<file path="src/logic/ppe_consts.svh">
// Constants for the PHY power and event field block
`ifndef PPE_CONSTS_SVH
`define PPE_CONSTS_SVH

// Register offsets on the plain register port
`define PPE_ADDR_W 3
`define PPE_OFF_CTRL 3'h0
`define PPE_OFF_EVENT 3'h1
`define PPE_OFF_IRQ_STATUS 3'h2
`define PPE_OFF_IRQ_CLEAR 3'h3
`define PPE_OFF_IRQ_ENABLE 3'h4

// Field positions
`define PPE_CTRL_PWR_LSB 0
`define PPE_CTRL_WDEN_BIT 3
`define PPE_CTRL_SREQ_BIT 4
`define PPE_CTRL_JIT_LSB 5
`define PPE_EV_CFG_BIT 0
`define PPE_EV_CPS_BIT 1
`define PPE_EV_STO_BIT 2
`define PPE_EV_PORT_BIT 3
`define PPE_IRQ_SRDONE_BIT 3

// Reset values
`define PPE_CTRL_RESET 8'h00
`define PPE_EVENT_RESET 4'h2
`define PPE_JITTER_VALUE 3'h0
`define PPE_IRQ_RESET 4'h0

// Timing
`define PPE_CLK_PERIOD_NS 25
`define PPE_SHORT_RESET_US 1300
`define PPE_SHORT_RESET_CYCLES (`PPE_SHORT_RESET_US * 1000 / `PPE_CLK_PERIOD_NS)
`define PPE_SR_CNT_W 16

`endif

</file>
<file path="src/logic/ppe_pkg.sv">
// Types shared by the PHY power and event field block
package ppe_pkg;

    // Control register layout, bit 0 upward: power class, enable, request, jitter
    typedef struct packed {
        logic [2:0] jitter;
        logic short_reset_request;
        logic resume_watch_irq_enable;
        logic [2:0] power_class;
    } ppe_ctrl_type;

    // Event flag layout, bit 3 downward
    typedef struct packed {
        logic port_event_flag;
        logic state_timeout_flag;
        logic cable_power_flag;
        logic config_timeout_flag;
    } ppe_event_type;

    // Short reset timer
    typedef enum logic {PPE_SR_IDLE, PPE_SR_RUN} ppe_sr_mode_type;

    typedef struct packed {
        ppe_sr_mode_type mode;
        logic active;
        logic done;
        logic [15:0] count;
    } ppe_sr_state_type;

    // Whole state of the top module
    typedef struct packed {
        ppe_ctrl_type ctrl;
        ppe_event_type events;
        logic [3:0] irq_status;
        logic [3:0] irq_enable;
        logic cps_prev;
        logic strap_pending;
        logic [7:0] rdata;
        logic irq;
        logic link_wake;
        logic bus_reset_req;
    } ppe_state_type;

endpackage

</file>
<file path="src/logic/ppe_short_reset.sv">
// Timer that holds the short arbitrated bus reset for its full length
`timescale 1ns/100ps
`include "ppe_consts.svh"
module ppe_short_reset #(
    parameter logic [15:0] CYCLES = 16'(`PPE_SHORT_RESET_CYCLES)
) (
    input wire logic clk_i,
    input wire logic rst_i,
    input wire logic ce_i,
    input wire logic start_i,
    output logic active_o,
    output logic done_o
);
    ppe_pkg::ppe_sr_state_type s;
    ppe_pkg::ppe_sr_state_type next_s;

    ////////////////////////////////////////////////////////////////////////////
    // Count down the reset; done is a one-cycle pulse at the end
    always_comb
    begin
        next_s = s;
        if (ce_i)
        begin
            // Done only drops on an enabled edge, so a frozen clock cannot swallow it
            next_s.done = 1'b0;
            case (s.mode)
                ppe_pkg::PPE_SR_IDLE:
                begin
                    if (start_i)
                    begin
                        next_s.mode = ppe_pkg::PPE_SR_RUN;
                        next_s.active = 1'b1;
                        next_s.count = CYCLES - 16'h0001;
                    end
                end
                ppe_pkg::PPE_SR_RUN:
                begin
                    if (s.count == 16'h0000)
                    begin
                        next_s.mode = ppe_pkg::PPE_SR_IDLE;
                        next_s.active = 1'b0;
                        next_s.done = 1'b1;
                    end
                    else
                    begin
                        next_s.count = s.count - 16'h0001;
                    end
                end
                default:
                begin
                    next_s.mode = ppe_pkg::PPE_SR_IDLE;
                    next_s.active = 1'b0;
                end
            endcase
        end
    end

    // State register
    always_ff @(posedge clk_i or posedge rst_i)
    begin
        if (rst_i)
            s <= '0;
        else
            s <= next_s;
    end

    assign active_o = s.active;
    assign done_o = s.done;

    ////////////////////////////////////////////////////////////////////////////
    // Reset length is exactly CYCLES enabled cycles
    short_end_a: assert property (@(posedge clk_i) disable iff (rst_i)
        ce_i && s.active && s.count == 16'h0000 |=> !active_o && done_o)
        else $error("short reset did not end at the programmed length");
    short_start_a: assert property (@(posedge clk_i) disable iff (rst_i)
        ce_i && !s.active && start_i |=> active_o && s.count == CYCLES - 16'h0001)
        else $error("short reset did not start on request");
endmodule

</file>
<file path="src/logic/ppe_top.sv">
// PHY power class, resume/watch enable, short reset request and event flags
//
// Local design decisions: the strobed register port and the register addresses.
`timescale 1ns/100ps
`include "ppe_consts.svh"
module ppe_top #(
    parameter int unsigned SHORT_RESET_CYCLES = `PPE_SHORT_RESET_CYCLES
) (
    input wire logic CLK_I,
    input wire logic RST_I,
    input wire logic CE_I,
    input wire logic [`PPE_ADDR_W-1:0] ADDR_I,
    input wire logic [7:0] WDATA_I,
    input wire logic WR_I,
    input wire logic RD_I,
    input wire logic [2:0] POWER_CLASS_STRAPS_I,
    input wire logic CABLE_POWER_SENSE_I,
    input wire logic LINK_POWER_STATUS_I,
    input wire logic ARB_CONFIG_TIMEOUT_I,
    input wire logic LEGACY_NODES_I,
    input wire logic STATE_TIMEOUT_I,
    input wire logic RESUME_START_I,
    input wire logic BUS_RESET_I,
    input wire logic ARB_OPPORTUNITY_I,
    output logic [7:0] RDATA_O,
    output logic [2:0] SELFID_PWR_O,
    output logic LINK_WAKE_OUTPUT_O,
    output logic SHORT_RESET_ACTIVE_O,
    output logic BUS_RESET_REQ_O,
    output logic IRQ_O
);
    localparam ppe_pkg::ppe_state_type RESET_STATE = '{
        ctrl: ppe_pkg::ppe_ctrl_type'(`PPE_CTRL_RESET),
        events: ppe_pkg::ppe_event_type'(`PPE_EVENT_RESET),
        irq_status: `PPE_IRQ_RESET,
        irq_enable: `PPE_IRQ_RESET,
        cps_prev: 1'b0,
        strap_pending: 1'b1,
        rdata: 8'h00,
        irq: 1'b0,
        link_wake: 1'b0,
        bus_reset_req: 1'b0
    };

    ppe_pkg::ppe_state_type s;
    ppe_pkg::ppe_state_type next_s;
    ppe_pkg::ppe_event_type ev_set;
    ppe_pkg::ppe_event_type ev_clr;
    logic [2:0] ev_new;
    logic [3:0] irq_set;
    logic [3:0] irq_clr;
    logic link_off;
    logic sr_start;
    logic sr_active;
    logic sr_done;

    // Register decode for the write paths; the read path decodes ADDR_I in its own case
    function automatic logic hit(input logic [`PPE_ADDR_W-1:0] addr,
                                 input logic [`PPE_ADDR_W-1:0] off);
        hit = (addr == off);
    endfunction

    // Sticky update where a setting event always beats a clearing write
    function automatic logic [3:0] sticky(input logic [3:0] cur, input logic [3:0] set,
                                          input logic [3:0] clr);
        sticky = (cur & ~clr) | set;
    endfunction

    ////////////////////////////////////////////////////////////////////////////
    // Event sources
    always_comb
    begin
        link_off = !LINK_POWER_STATUS_I;
        ev_set = '0;
        // Without legacy nodes loop healing prevents loops, so no time-out is flagged
        ev_set.config_timeout_flag = ARB_CONFIG_TIMEOUT_I && LEGACY_NODES_I;
        ev_set.cable_power_flag = s.cps_prev && !CABLE_POWER_SENSE_I;
        ev_set.state_timeout_flag = STATE_TIMEOUT_I;
        // Only a flag going from clear to set counts as becoming set
        ev_new = {ev_set.state_timeout_flag && !s.events.state_timeout_flag,
                  ev_set.cable_power_flag && !s.events.cable_power_flag,
                  ev_set.config_timeout_flag && !s.events.config_timeout_flag};
        ev_set.port_event_flag = s.ctrl.resume_watch_irq_enable &&
            (RESUME_START_I || ((|ev_new) && link_off));
        // Only ones in the written word clear; zeros leave flags alone
        ev_clr = '0;
        if (WR_I && hit(ADDR_I, `PPE_OFF_EVENT))
            ev_clr = ppe_pkg::ppe_event_type'(WDATA_I[3:0]);
        irq_set = {sr_done, ev_set.state_timeout_flag, ev_set.cable_power_flag,
                   ev_set.config_timeout_flag};
        irq_clr = '0;
        if (WR_I && hit(ADDR_I, `PPE_OFF_IRQ_CLEAR))
            irq_clr = WDATA_I[3:0];
    end

    // A short reset waits for the arbiter to grant an opportunity
    assign sr_start = CE_I && s.ctrl.short_reset_request && ARB_OPPORTUNITY_I &&
                      !sr_active;

    ////////////////////////////////////////////////////////////////////////////
    // Next state
    always_comb
    begin
        next_s = s;
        if (CE_I)
        begin
            next_s.cps_prev = CABLE_POWER_SENSE_I;
            // Straps are caught on the first enabled edge after reset release
            if (s.strap_pending)
            begin
                next_s.ctrl.power_class = POWER_CLASS_STRAPS_I;
                next_s.strap_pending = 1'b0;
            end
            // Starting the short reset is itself a bus reset and retires the request
            if (BUS_RESET_I || sr_start)
                next_s.ctrl.short_reset_request = 1'b0;
            // Software writes; a fresh request after a bus reset is kept
            if (WR_I && hit(ADDR_I, `PPE_OFF_CTRL))
            begin
                next_s.ctrl.power_class = WDATA_I[`PPE_CTRL_PWR_LSB +: 3];
                next_s.ctrl.resume_watch_irq_enable = WDATA_I[`PPE_CTRL_WDEN_BIT];
                if (WDATA_I[`PPE_CTRL_SREQ_BIT])
                    next_s.ctrl.short_reset_request = 1'b1;
            end
            next_s.ctrl.jitter = `PPE_JITTER_VALUE;
            if (WR_I && hit(ADDR_I, `PPE_OFF_IRQ_ENABLE))
                next_s.irq_enable = WDATA_I[3:0];
            next_s.events = ppe_pkg::ppe_event_type'(sticky(s.events, ev_set,
                                                            ev_clr));
            next_s.irq_status = sticky(s.irq_status, irq_set, irq_clr);
            next_s.irq = |(next_s.irq_status & next_s.irq_enable);
            // The state time-out also forces a bus reset
            next_s.bus_reset_req = STATE_TIMEOUT_I;
            // Wake the link while it sleeps and an enabled flag is waiting
            next_s.link_wake = next_s.ctrl.resume_watch_irq_enable && link_off &&
                (next_s.events.config_timeout_flag || next_s.events.cable_power_flag ||
                 next_s.events.state_timeout_flag);
            // Read data stands for the one cycle after the strobe only
            next_s.rdata = 8'h00;
            if (RD_I)
            begin
                case (ADDR_I)
                    `PPE_OFF_CTRL: next_s.rdata = s.ctrl;
                    `PPE_OFF_EVENT: next_s.rdata = {4'h0, s.events};
                    `PPE_OFF_IRQ_STATUS: next_s.rdata = {4'h0, s.irq_status};
                    `PPE_OFF_IRQ_ENABLE: next_s.rdata = {4'h0, s.irq_enable};
                    default: next_s.rdata = 8'h00;
                endcase
            end
        end
    end

    // State register; reset takes constants only
    always_ff @(posedge CLK_I or posedge RST_I)
    begin
        if (RST_I)
            s <= RESET_STATE;
        else
            s <= next_s;
    end

    ////////////////////////////////////////////////////////////////////////////
    // Short arbitrated reset timer
    ppe_short_reset #(
        .CYCLES(16'(SHORT_RESET_CYCLES))
    ) u_short_reset (
        .clk_i(CLK_I),
        .rst_i(RST_I),
        .ce_i(CE_I),
        .start_i(sr_start),
        .active_o(sr_active),
        .done_o(sr_done)
    );

    // Outputs, all straight from flip-flops
    assign RDATA_O = s.rdata;
    assign SELFID_PWR_O = s.ctrl.power_class;
    assign LINK_WAKE_OUTPUT_O = s.link_wake;
    assign SHORT_RESET_ACTIVE_O = sr_active;
    assign BUS_RESET_REQ_O = s.bus_reset_req;
    assign IRQ_O = s.irq;

    ////////////////////////////////////////////////////////////////////////////
    // Checks
    jitter_zero_a: assert property (@(posedge CLK_I) disable iff (RST_I)
        CE_I && RD_I && ADDR_I == `PPE_OFF_CTRL |=> RDATA_O[7:5] == 3'h0)
        else $error("jitter field read nonzero");

    pwr_copy_a: assert property (@(posedge CLK_I) disable iff (RST_I)
        CE_I && WR_I && ADDR_I == `PPE_OFF_CTRL
        |=> SELFID_PWR_O == $past(WDATA_I[2:0]))
        else $error("self-ID power class does not follow the written value");

    strap_load_a: assert property (@(posedge CLK_I) disable iff (RST_I)
        CE_I && s.strap_pending && !(WR_I && ADDR_I == `PPE_OFF_CTRL)
        |=> SELFID_PWR_O == $past(POWER_CLASS_STRAPS_I) && !s.strap_pending)
        else $error("power class not loaded from straps");

    bus_reset_keep_a: assert property (@(posedge CLK_I) disable iff (RST_I)
        CE_I && BUS_RESET_I && !s.strap_pending && !(WR_I && ADDR_I == `PPE_OFF_CTRL)
        |=> $stable(SELFID_PWR_O) && $stable(s.ctrl.resume_watch_irq_enable))
        else $error("bus reset changed a field it must keep");

    resume_event_a: assert property (@(posedge CLK_I) disable iff (RST_I)
        CE_I && s.ctrl.resume_watch_irq_enable && RESUME_START_I
        |=> s.events.port_event_flag)
        else $error("resume start did not set the port event flag");

    wake_event_a: assert property (@(posedge CLK_I) disable iff (RST_I)
        CE_I && s.ctrl.resume_watch_irq_enable && !LINK_POWER_STATUS_I &&
        STATE_TIMEOUT_I && !s.events.state_timeout_flag |=> s.events.port_event_flag)
        else $error("flag rise with link down did not set the port event flag");

    req_clear_a: assert property (@(posedge CLK_I) disable iff (RST_I)
        CE_I && BUS_RESET_I && !WR_I |=> !s.ctrl.short_reset_request)
        else $error("bus reset did not clear the short reset request");

    cfg_legacy_a: assert property (@(posedge CLK_I) disable iff (RST_I)
        CE_I && !s.events.config_timeout_flag && ARB_CONFIG_TIMEOUT_I
        |=> s.events.config_timeout_flag == $past(LEGACY_NODES_I))
        else $error("config time-out flag wrong for the topology");

    cable_fall_a: assert property (@(posedge CLK_I) disable iff (RST_I)
        CE_I && s.cps_prev && !CABLE_POWER_SENSE_I |=> s.events.cable_power_flag)
        else $error("cable sense fall did not set the cable flag");

    flag_clear_a: assert property (@(posedge CLK_I) disable iff (RST_I)
        CE_I && WR_I && ADDR_I == `PPE_OFF_EVENT && WDATA_I[`PPE_EV_STO_BIT] &&
        !STATE_TIMEOUT_I |=> !s.events.state_timeout_flag)
        else $error("writing one did not clear the state time-out flag");

    timeout_reset_a: assert property (@(posedge CLK_I) disable iff (RST_I)
        CE_I && STATE_TIMEOUT_I |=> BUS_RESET_REQ_O ##1 !BUS_RESET_REQ_O || $past(
        STATE_TIMEOUT_I))
        else $error("state time-out did not request one bus reset");

    link_wake_a: assert property (@(posedge CLK_I) disable iff (RST_I)
        LINK_WAKE_OUTPUT_O |-> !$past(LINK_POWER_STATUS_I) &&
        s.ctrl.resume_watch_irq_enable)
        else $error("link wake asserted while the link is powered or disabled");

    // Main scenarios
    short_reset_c: cover property (@(posedge CLK_I) disable iff (RST_I)
        sr_start ##1 SHORT_RESET_ACTIVE_O);
    link_wake_c: cover property (@(posedge CLK_I) disable iff (RST_I)
        $rose(LINK_WAKE_OUTPUT_O));
    port_event_c: cover property (@(posedge CLK_I) disable iff (RST_I)
        $rose(s.events.port_event_flag));
    irq_raise_c: cover property (@(posedge CLK_I) disable iff (RST_I)
        $rose(IRQ_O));
endmodule

</file>
<file path="config.mk">
export PLATFORM = sky130hd
export DESIGN_NAME = ppe_top
export DESIGN_NICKNAME = d
export VERILOG_FILES = /design/src/logic/ppe_pkg.sv /design/src/logic/ppe_short_reset.sv /design/src/logic/ppe_top.sv
export VERILOG_INCLUDE_DIRS = /design/src /design/src/logic
export SDC_FILE = /design/constraint.sdc
export NUM_CORES = 1
export LEC_CHECK = 0
export BUFFER_PORTS_ARGS = -buffer_cell sky130_fd_sc_hd__buf_2
export CORE_MARGIN = 2
export CORE_UTILIZATION = 60
export DETAILED_ROUTE_END_ITERATION = 6
export PLACE_DENSITY = 0.84
export SYNTH_ARGS = -nofsm -noshare
export SYNTH_HDL_FRONTEND = slang
export SYNTH_SLANG_ARGS = --single-unit
</file>
<file path="constraint.sdc">
create_clock -name CLK_I -period 4.7 [get_ports CLK_I]
set_clock_uncertainty 0.15 [all_clocks]
set_input_delay 0.705 -clock CLK_I [delete_from_list [all_inputs] [get_ports CLK_I]]
set_output_delay 0.705 -clock CLK_I [all_outputs]
set_load 0.02 [all_outputs]
</file>
After elaboration in Yosys (flattened, before gate mapping)
Cells that the tools add are included.
Word-level totals
  register bits: 49
  bits of input ports: 27
  output and inout port bits: 15
  logic and storage cells: 87
Cells by class
  add/sub/neg operators: 1
  equal/unequal tests: 8
  mux-type cells: 18
  bitwise gates (word level): 8
  reductions and logical operators: 33
Operators with widths (number)
  16-bit 2-to-1 mux: 2
  16-bit one-hot mux with 2 select lines: 1
  5-bit one-hot mux with 4 select lines: 1
  1-bit logical AND: 16
  16-bit zero test: 1
  4-bit 2-to-1 mux: 4
  16-bit by 1-bit subtractor with 16-bit output, second input constant: 1
  5-bit 2-to-1 mux: 3
  4-bit bitwise AND: 3
  4-bit inverter: 2
  4-bit OR: 2
  3-bit by 2-bit == test with 1-bit output, second input constant: 2
  1-bit zero test: 6
  3-bit 2-to-1 mux: 2
  2-bit != test, second input constant: 3
  3-bit AND reduction: 2
  1-bit logical OR: 4
  2-bit one-hot mux with 2 select lines: 1
  4-bit OR reduction: 1
  3-bit by 1-bit == test with 1-bit output, second input constant: 1
  3-bit == test, second input constant: 1
  3-bit zero test: 1
  1-bit 2-to-1 mux: 3
  3-bit by 1-bit != test with 1-bit output, second input constant: 1
  other kinds (4): 4

Depth between registers and ports, before layout
Gate-level depths: netlist (run 1).
  word-level depth: 11
  gate-level depth with buffers: 7
  depth with buffers taken out: 7

Modules after synthesis
From an unflattened synthesis (run 1), not the netlist that was laid out.
Unflattened totals
  cell total of the unflattened synthesis: 268
  area total of the unflattened synthesis: 2611.3 µm²
Modules (own cells, without submodules)
  ppe_top: times used 1, cells each 159, area an instance 1571.5 µm², sequential area each 678.2 µm²
  ppe_short_reset: times used 1, cells each 109, area an instance 1039.7 µm², sequential area each 475.5 µm²

Least setup slack after synthesis (run 1)
Ideal clock, no wire load.
  path kind: input-to-reg
  start: in ADDR_I[1]
  end: reg s (netlist bit IRQ_O)
  setup time: 0.121 ns
  arrival time: 1.862 ns
  required time: 4.429 ns
  slack: 2.567 ns
  stages: 6
  path buffers: 1
  cell sequence: nor4bb_1 > clkbuf_1 > mux2_2 > o21ai_0 > o211ai_1 > o22a_1
On the way
  longest elaborated chain between the ends: 8
  elaborated cells on any way between the ends: 12
  those cells by class: 2 x eq/ne; 3 x mux; 4 x bitwise; 3 x reduce/logical
Ends and longest elaborated chain
  start, declared: line ppe_top.sv:12  | input wire logic [`PPE_ADDR_W-1:0] ADDR_I,
  3-bit by 2-bit == test with 1-bit output: line ppe_top.sv:60  | hit = (addr == off);
  1-bit logical AND: line ppe_top.sv:92  | if (WR_I && hit(ADDR_I, `PPE_OFF_IRQ_CLEAR))
  4-bit 2-to-1 mux: line ppe_top.sv:92
  4-bit inverter: line ppe_top.sv:66  | sticky = (cur & ~clr) | set;
  4-bit bitwise AND: line ppe_top.sv:66
  4-bit OR: line ppe_top.sv:66
  4-bit bitwise AND (*): line ppe_top.sv:131  | next_s.irq = |(next_s.irq_status & next_s.irq_enable);
  4-bit OR reduction (*): line ppe_top.sv:131
  end signal, assigned: line ppe_top.sv:159  | s <= next_s;
  end, declared: line ppe_top.sv:45  | ppe_pkg::ppe_state_type s;
Every way passes the cells marked *; elsewhere a longest branch is shown, timed or not. The select of a mux whose other input is x is not followed.
A chain may end at the register's enable or synchronous reset.

Worst setup path in the final report (run 1)
  start: in ADDR_I[2]
  end: reg s (netlist bit IRQ_O)
The elaborated chain is that of the path after synthesis.

==> results of run 1 <==
-- state kept, by name, summed over array words and instances, names as in the netlist --
register / flops
BUS_RESET_REQ_O: 1
IRQ_O: 1
LINK_WAKE_OUTPUT_O: 1
RDATA_O: 5
SELFID_PWR_O: 3
s: 16
u_short_reset.active_o: 1
u_short_reset.done_o: 1
u_short_reset.s: 17
-- synth_stat cells (4+ instances only) --
cell	n
xor2_1	5
o211ai_1	4
nand3_1	8
buf_4	11
mux2i_1	10
nor2_1	27
o31ai_1	4
nand2_1	25
clkbuf_1	7
a21oi_1	17
inv_1	8
a22o_1	4
o22ai_1	4
o21ai_0	7
nor2b_1	5
dfrtp_1	44
a2bb2oi_1	4
o2bb2ai_1	4
mux2_2	7
nor3_1	4
-- power groups by stage --
stage                     clock network, W  logic (W)  registers [W]
after detailed placement                 0   0.000196       0.000497
after CTS                         0.000299   0.000197       0.000490
after floorplan                          0   0.000157       0.000487
final                             0.000294   0.000197       0.000491
after global routing              0.000319   0.000220       0.000498
after global placement                   0   0.000190       0.000495
-- placed cells by master, fill, tap and decap left out, drive strengths merged, types with 4 or more instances in the layout --
master,Yosys,routed
a21oi,17,17
a22o,4,4
a2bb2oi,4,4
buf,14,35
clkbuf,7,6
dfrtp,44,44
inv,8,8
mux2,7,7
mux2i,10,10
nand2,26,26
nand3,8,8
nor2,27,27
nor2b,5,5
nor3,7,7
o211ai,4,4
o21ai,7,7
o22ai,4,4
o2bb2ai,4,4
o31ai,4,4
xor2,5,5
-- area by class of cell --
class | count | area, µm² | area share (%)
multi-input cells | 189 | 1240 | 44.7
clock inverters | 2 | 37.5 | 1.35
inverters | 9 | 33.8 | 1.22
clock buffers | 6 | 72.6 | 2.61
well taps | 50 | 62.6 | 2.25
repair buffers | 35 | 175 | 6.31
flip-flops and latches | 46 | 1150 | 41.6
-- logic make-up (layout without fill, tap and decap cells) --
group / Yosys count / count (layout) / synth area share (%)
AO/OA/AOI/OAI: 64 / 64 / 17.5
XOR/XNOR: 6 / 6 / 2.07
adder cells (fa/ha/maj): 1 / 1 / 0.492
buffers and inverters: 30 / 52 / 6.11
flip-flops: 46 / 46 / 45.4
multiplexers: 17 / 17 / 7.04
other: 1 / 3 / 0.148
AND/OR/NAND/NOR: 98 / 98 / 21.3
-- worst reg2reg max path, cell delays in order, from the launching register on --
cell	delay (ns)
dfrtp_1	0.41
inv_1	0.07
ha_1	0.17
nand3_1	0.13
nor3_2	0.41
nand2_1	0.20
or4_1	0.50
nand2_1	0.09
-- how the worst min path moves through the flow --
stage | from | to | cells after the start
4_1_cts | s[11] | s[11] | 1
2_1_floorplan | RDATA_O[0] | RDATA_O[0] | 1
3_3_place_gp | RDATA_O[3] | RDATA_O[3] | 1
5_1_grt | s[11] | s[11] | 1
6_report | s[11] | s[11] | 1
3_5_place_dp | s[11] | s[11] | 1
-- per-layer routing --
metal	up-vias	part of all wire (%)	global-route usage, %
met5	-	0	0
met4	0	1.4	9.59
met3	7	6.7	5.70
met2	75	47	38.7
met1	1018	45	36.2
li1	987	-	-
-- through the flow --
stage / setup WS, ns / total power, W / utilization [%]
2_1_floorplan: 2.57 / 0.000643 / -
3_3_place_gp: 1.83 / 0.000685 / 66.1
3_5_place_dp: 1.79 / 0.000693 / 66.1
4_1_cts: 2.11 / 0.000986 / 68.9
5_1_grt: 1.92 / 0.00104 / 68.9
6_report: 2.07 / 0.000982 / 68.9
==> run_results.csv, run 1 <==
group,metric,value,unit
clock_tree,clockBufferDepth,2,
synth,synth_edf_count,0,
clock_tree,numCtsBuffers,5,
critical_path,crit_path_start_kind,"primary input",
critical_path,reg2regPathDepth,7,
place,placed_area,0.00267,mm²
sta,max_freq,0.381,GHz
drt,wl_per_cell,16.8,µm
sta,hold_ws,0.348,ns
critical_path,crit_path_max_incr_delay,0.92,ns
floorplan,core_area,0.00403,mm²
floorplan,start_util,63.1,%
floorplan,chipHeight,69.1,µm
critical_path,timing.rr.start,"u_short_reset.s[0]",
pwr,clockPowerShare,30.0,%
clock_tree,clock_latency,0.31,ns
clock_tree,h-tree-depth,2,
clock_tree,postCtsSetupRepairBufs,0,
critical_path,cp_max_fo,14,
synth,ys_ff_latch,46,
critical_path,cp_slowest_cell,"nor4bb_1",
floorplan,die_width,69.1,µm
synth,syn_avg_cell_area,9.66,µm²
drt,routed_wl,5660,µm
synth,synth_ff_type,"dfrtp_1",
synth,ys_async_sr_fraction,100,%
pwr,vdd_drop_max,239,µV
critical_path,crit_required,4.74,ns
synth,netlist_instances,263,
pwr,p_sw,0.000296,W
flow_run,maxCapViolations,0,
pwr,power.internal,0.000686,W
clock_tree,cts_sinks,46,
layout,final_cells,337,
grt,grt_usage,25.6,%
sta,relSlewSlack,30.9,%
pwr,pwr-share-comb,20.1,%
grt,antenna_found_initial,0,
drt,vias,2087,
sta,setup_violations,0,
grt,grt_first_pass_wirelength,9760,µm
critical_path,worst_r2r_endpoint,"u_short_reset.s[12]",
critical_path,cp-end-kind,"flip-flop",
layout,drive_gt1_share,21.6,%
synth,syn-cell-area,0.00254,mm²
sta,worst_pin_slew,1.02,ns
drt,first_pass_iters,5,
clock_tree,cts_hold_buf,0,
synth,synth.distinct_cells,56,
place,hpwlAfterDp,3940,µm
clock_tree,clk_pin_slew,0.08,ns
critical_path,worstSetupPathDepth,6,
sta,finalSetupTns,0,ns
critical_path,r2r_slack,2.50,ns
synth,yosys.area.top_type,"dfrtp_1",
layout,syn2layout_area_growth,9.21,%
floorplan,die-area,0.00477,mm²
critical_path,crit_family,"simple AND/OR/NAND/NOR gates",
sta,min_period_over_period,55.9,%
drt,via_per_inst,6.19,
min_path,hold_class,"reg -> reg",
drt,drc,0,
place,gp_congestion,0.787,
synth,yosysSeqAreaShare,45.4,%
sta,finalHoldViolCount,0,
place,port_buffers,35,
sta,drv_slew,0,
critical_path,critPathArrivalTime,2.67,ns
critical_path,cp_cell_sequence,"buf_2, nor4bb_1, mux2_2, o21ai_0, o211ai_1, o22a_1",
floorplan,fp-row-count,23,
grt,grt_pass1_vias,2026,
place,dp_cells,329,
layout,fillers,337,
pwr,p_leak,1.14,nW
sta,rsz0062_at_grt,"no",
pwr,sw_frac_of_total,30.1,%
pwr,p_per_area,354,mW/mm²
synth,ys_top_cells_by_area,"dfrtp_1 (43%), nor2_1 (4.0%), mux2i_1 (3.9%)",
synth,synth_top_area_share,43.3,%
layout,nNetsFinal,314,
drt,postRouteAntennaNets,0,
critical_path,crit_type,"in -> reg",
layout,final_area,0.00278,mm²
clock_tree,cts_resized,0,
drt,drt-initial-drc-count,227,
floorplan,ios,42,
synth,yosys_warnings,0,
critical_path,crit_end,"IRQ_O",
grt,grt_max_degree,47,
sta,layout_min_cycle_time,2.63,ns
clock_tree,cts_root_buf,"clkbuf_8",
critical_path,crit_buf_inv,1,
pwr,sequentialPowerShare,50.0,%
clock_tree,cts_tree,"built",
layout,antenna_cells,0,
critical_path,cp-startpoint,"ADDR_I[2]",
outcome,status,"finished, final reports clean",
grt,gr-total-overflow,0,
Note: power is estimated with default switching activity, not from simulation.
==> run 2, diff against run 1 <==
- CORE_UTILIZATION: 60 -> 56
- PLACE_DENSITY: 0.84 -> 0.79
- clock period: 4.7 -> 2.7 ns (I/O delays scaled with it)
==> run_results.csv, run 2 (synthesized netlist as in run 1, its figures left out) <==
group,metric,value,unit
outcome,status,"finished, final reports clean",
sta,finalHoldViolCount,0,
sta,rsz0062_at_grt,"no",
clock_tree,clock_latency,0.31,ns
floorplan,fp-row-count,24,
layout,syn2layout_area_growth,11.6,%
critical_path,crit_required,2.80,ns
critical_path,cp-startpoint,"u_short_reset.s[0]",
grt,gr-total-overflow,0,
drt,first_pass_iters,4,
grt,grt_max_degree,30,
sta,drv_slew,0,
sta,min_period_over_period,78.3,%
layout,multiInputGateArea,0.00124,mm²
floorplan,die_width,71.4,µm
pwr,p_leak,1.18,nW
sta,layout_min_cycle_time,2.11,ns
clock_tree,clockBufferDepth,2,
clock_tree,cts_tree,"built",
critical_path,cp-end-kind,"flip-flop",
drt,drt-initial-drc-count,97,
layout,fillers,369,
layout,antenna_cells,0,
floorplan,chipHeight,71.4,µm
pwr,power,0.00174,W
drt,drc,0,
layout,largest_register,"u_short_reset.s",
place,port_buffers,35,
drt,vias,2112,
pwr,p_sw,0.000533,W
drt,wl_per_cell,16.4,µm
min_path,worstHoldStart,"CABLE_POWER_SENSE_I",
sta,finalSetupTns,0,ns
critical_path,cp_max_fo,5,
pwr,clockPowerShare,30.3,%
layout,nNetsFinal,321,
min_path,hold_class,"in -> reg",
place,hpwlAfterDp,4120,µm
grt,grt_pass1_vias,2024,
layout,final_common_cell,"dfrtp_1",
floorplan,core_area,0.00435,mm²
pwr,pwr-share-comb,20.4,%
layout,layout_common_cells,"dfrtp_1 (44), buf_2 (35), nor2_1 (27)",
flow_run,maxCapViolations,0,
critical_path,crit_path_start_kind,"flip-flop",
pwr,sw_frac_of_total,30.7,%
pwr,power.internal,0.00120,W
floorplan,ios,42,
drt,via_per_inst,6.10,
pwr,sequentialPowerShare,49.3,%
layout,largest_reg_flops,17,
drt,routed_wl,5670,µm
floorplan,start_util,58.4,%
drt,postRouteAntennaNets,0,
sta,hold_ws,0.188,ns
clock_tree,cts_root_buf,"clkbuf_8",
critical_path,critPathArrivalTime,2.21,ns
sta,setup_violations,0,
pwr,p_per_area,612,mW/mm²
critical_path,timing.rr.start,"u_short_reset.s[0]",
critical_path,crit_type,"reg -> reg",
layout,drive_gt1_share,23.5,%
pwr,vdd_drop_max,373,µV
clock_tree,cts_sinks,46,
floorplan,die-area,0.00509,mm²
clock_tree,h-tree-depth,2,
layout,register_area,0.00115,mm²
layout,final_core_util,65.1,%
clock_tree,clk_pin_slew,0.09,ns
place,gp_congestion,0.849,
grt,antenna_found_initial,0,
clock_tree,numCtsBuffers,5,
grt,grt_usage,24.7,%
grt,grt_first_pass_wirelength,9800,µm
sta,max_freq,0.473,GHz
run 2: cell count changes in the layout (fill, tap and decap cells not counted), sizes merged:
| cell | before | now |
|---|---|---|
| clkinv | 1 | 2 |
| buf | 35 | 41 |
| dlygate4sd3 | 0 | 1 |
| inv | 8 | 9 |
| clkinvlp | 1 | 0 |
| clkbuf | 6 | 5 |
run 2: power by group through the flow:
| stage | sequential [W] | combinational (W) | clock, W |
|---|---|---|---|
| floorplan | 0.000847 | 0.000273 | 0 |
| global placement | 0.000864 | 0.000340 | 0 |
| detailed placement | 0.000865 | 0.000352 | 0 |
| CTS | 0.000854 | 0.000356 | 0.000532 |
| global route | 0.000867 | 0.000393 | 0.000557 |
| finish | 0.000856 | 0.000354 | 0.000527 |
run 2: final timing paths:
check                      slack, ns                endpoint  cells after the start
hold reg to reg                 0.34              RDATA_O[2]                      1
min in group asynchronous       0.46  u_short_reset.active_o                      3
max in group asynchronous       1.19                   s[11]                      4
setup reg to reg                0.59     u_short_reset.s[13]                      5
hold / removal                  0.19                   s[12]                      2
setup / recovery                0.59     u_short_reset.s[13]                      5
run 2: metal layers:
layer	part of all wire (%)	up-vias	routed length (µm)	global-route usage (%)
met2	46	85	2620	37.1
met1	44	1009	2480	34.1
met5	0	-	0	0
met4	2.1	0	121	10.3
li1	-	1005	-	-
met3	8.0	13	451	6.33
run 2: through the flow:
step	area (µm²)	instances	setup slack (ns)
2_1_floorplan	2550	265	0.844
3_3_place_gp	2710	337	0.657
3_5_place_dp	2710	337	0.584
4_1_cts	2840	346	0.611
5_1_grt	2840	346	0.373
6_report	2840	346	0.587
run 2: area by class of cell:
| class | count | area share (%) |
|---|---|---|
| clock buffer | 5 | 2.43 |
| clock inverter | 3 | 1.54 |
| inverter | 9 | 1.19 |
| multi-input combinational | 189 | 43.7 |
| sequential | 46 | 40.7 |
| tap | 52 | 2.29 |
| timing repair buffer | 42 | 8.12 |
run 2: timing repair:
item,4_1_cts,5_1_grt
resized for setup,0,0
setup buffers,0,0
hold endpoints to repair,16,0
setup endpoints to repair,0,0
hold buffers,1,0
run 2: worst max-delay path, cell delays in order, from the launching register on:
cell and delay [ns]:
dfrtp_1 0.41, nor3_1 0.35, nand3_1 0.19, a2111o_1 0.46
or4_1 0.41, nand2_1 0.07
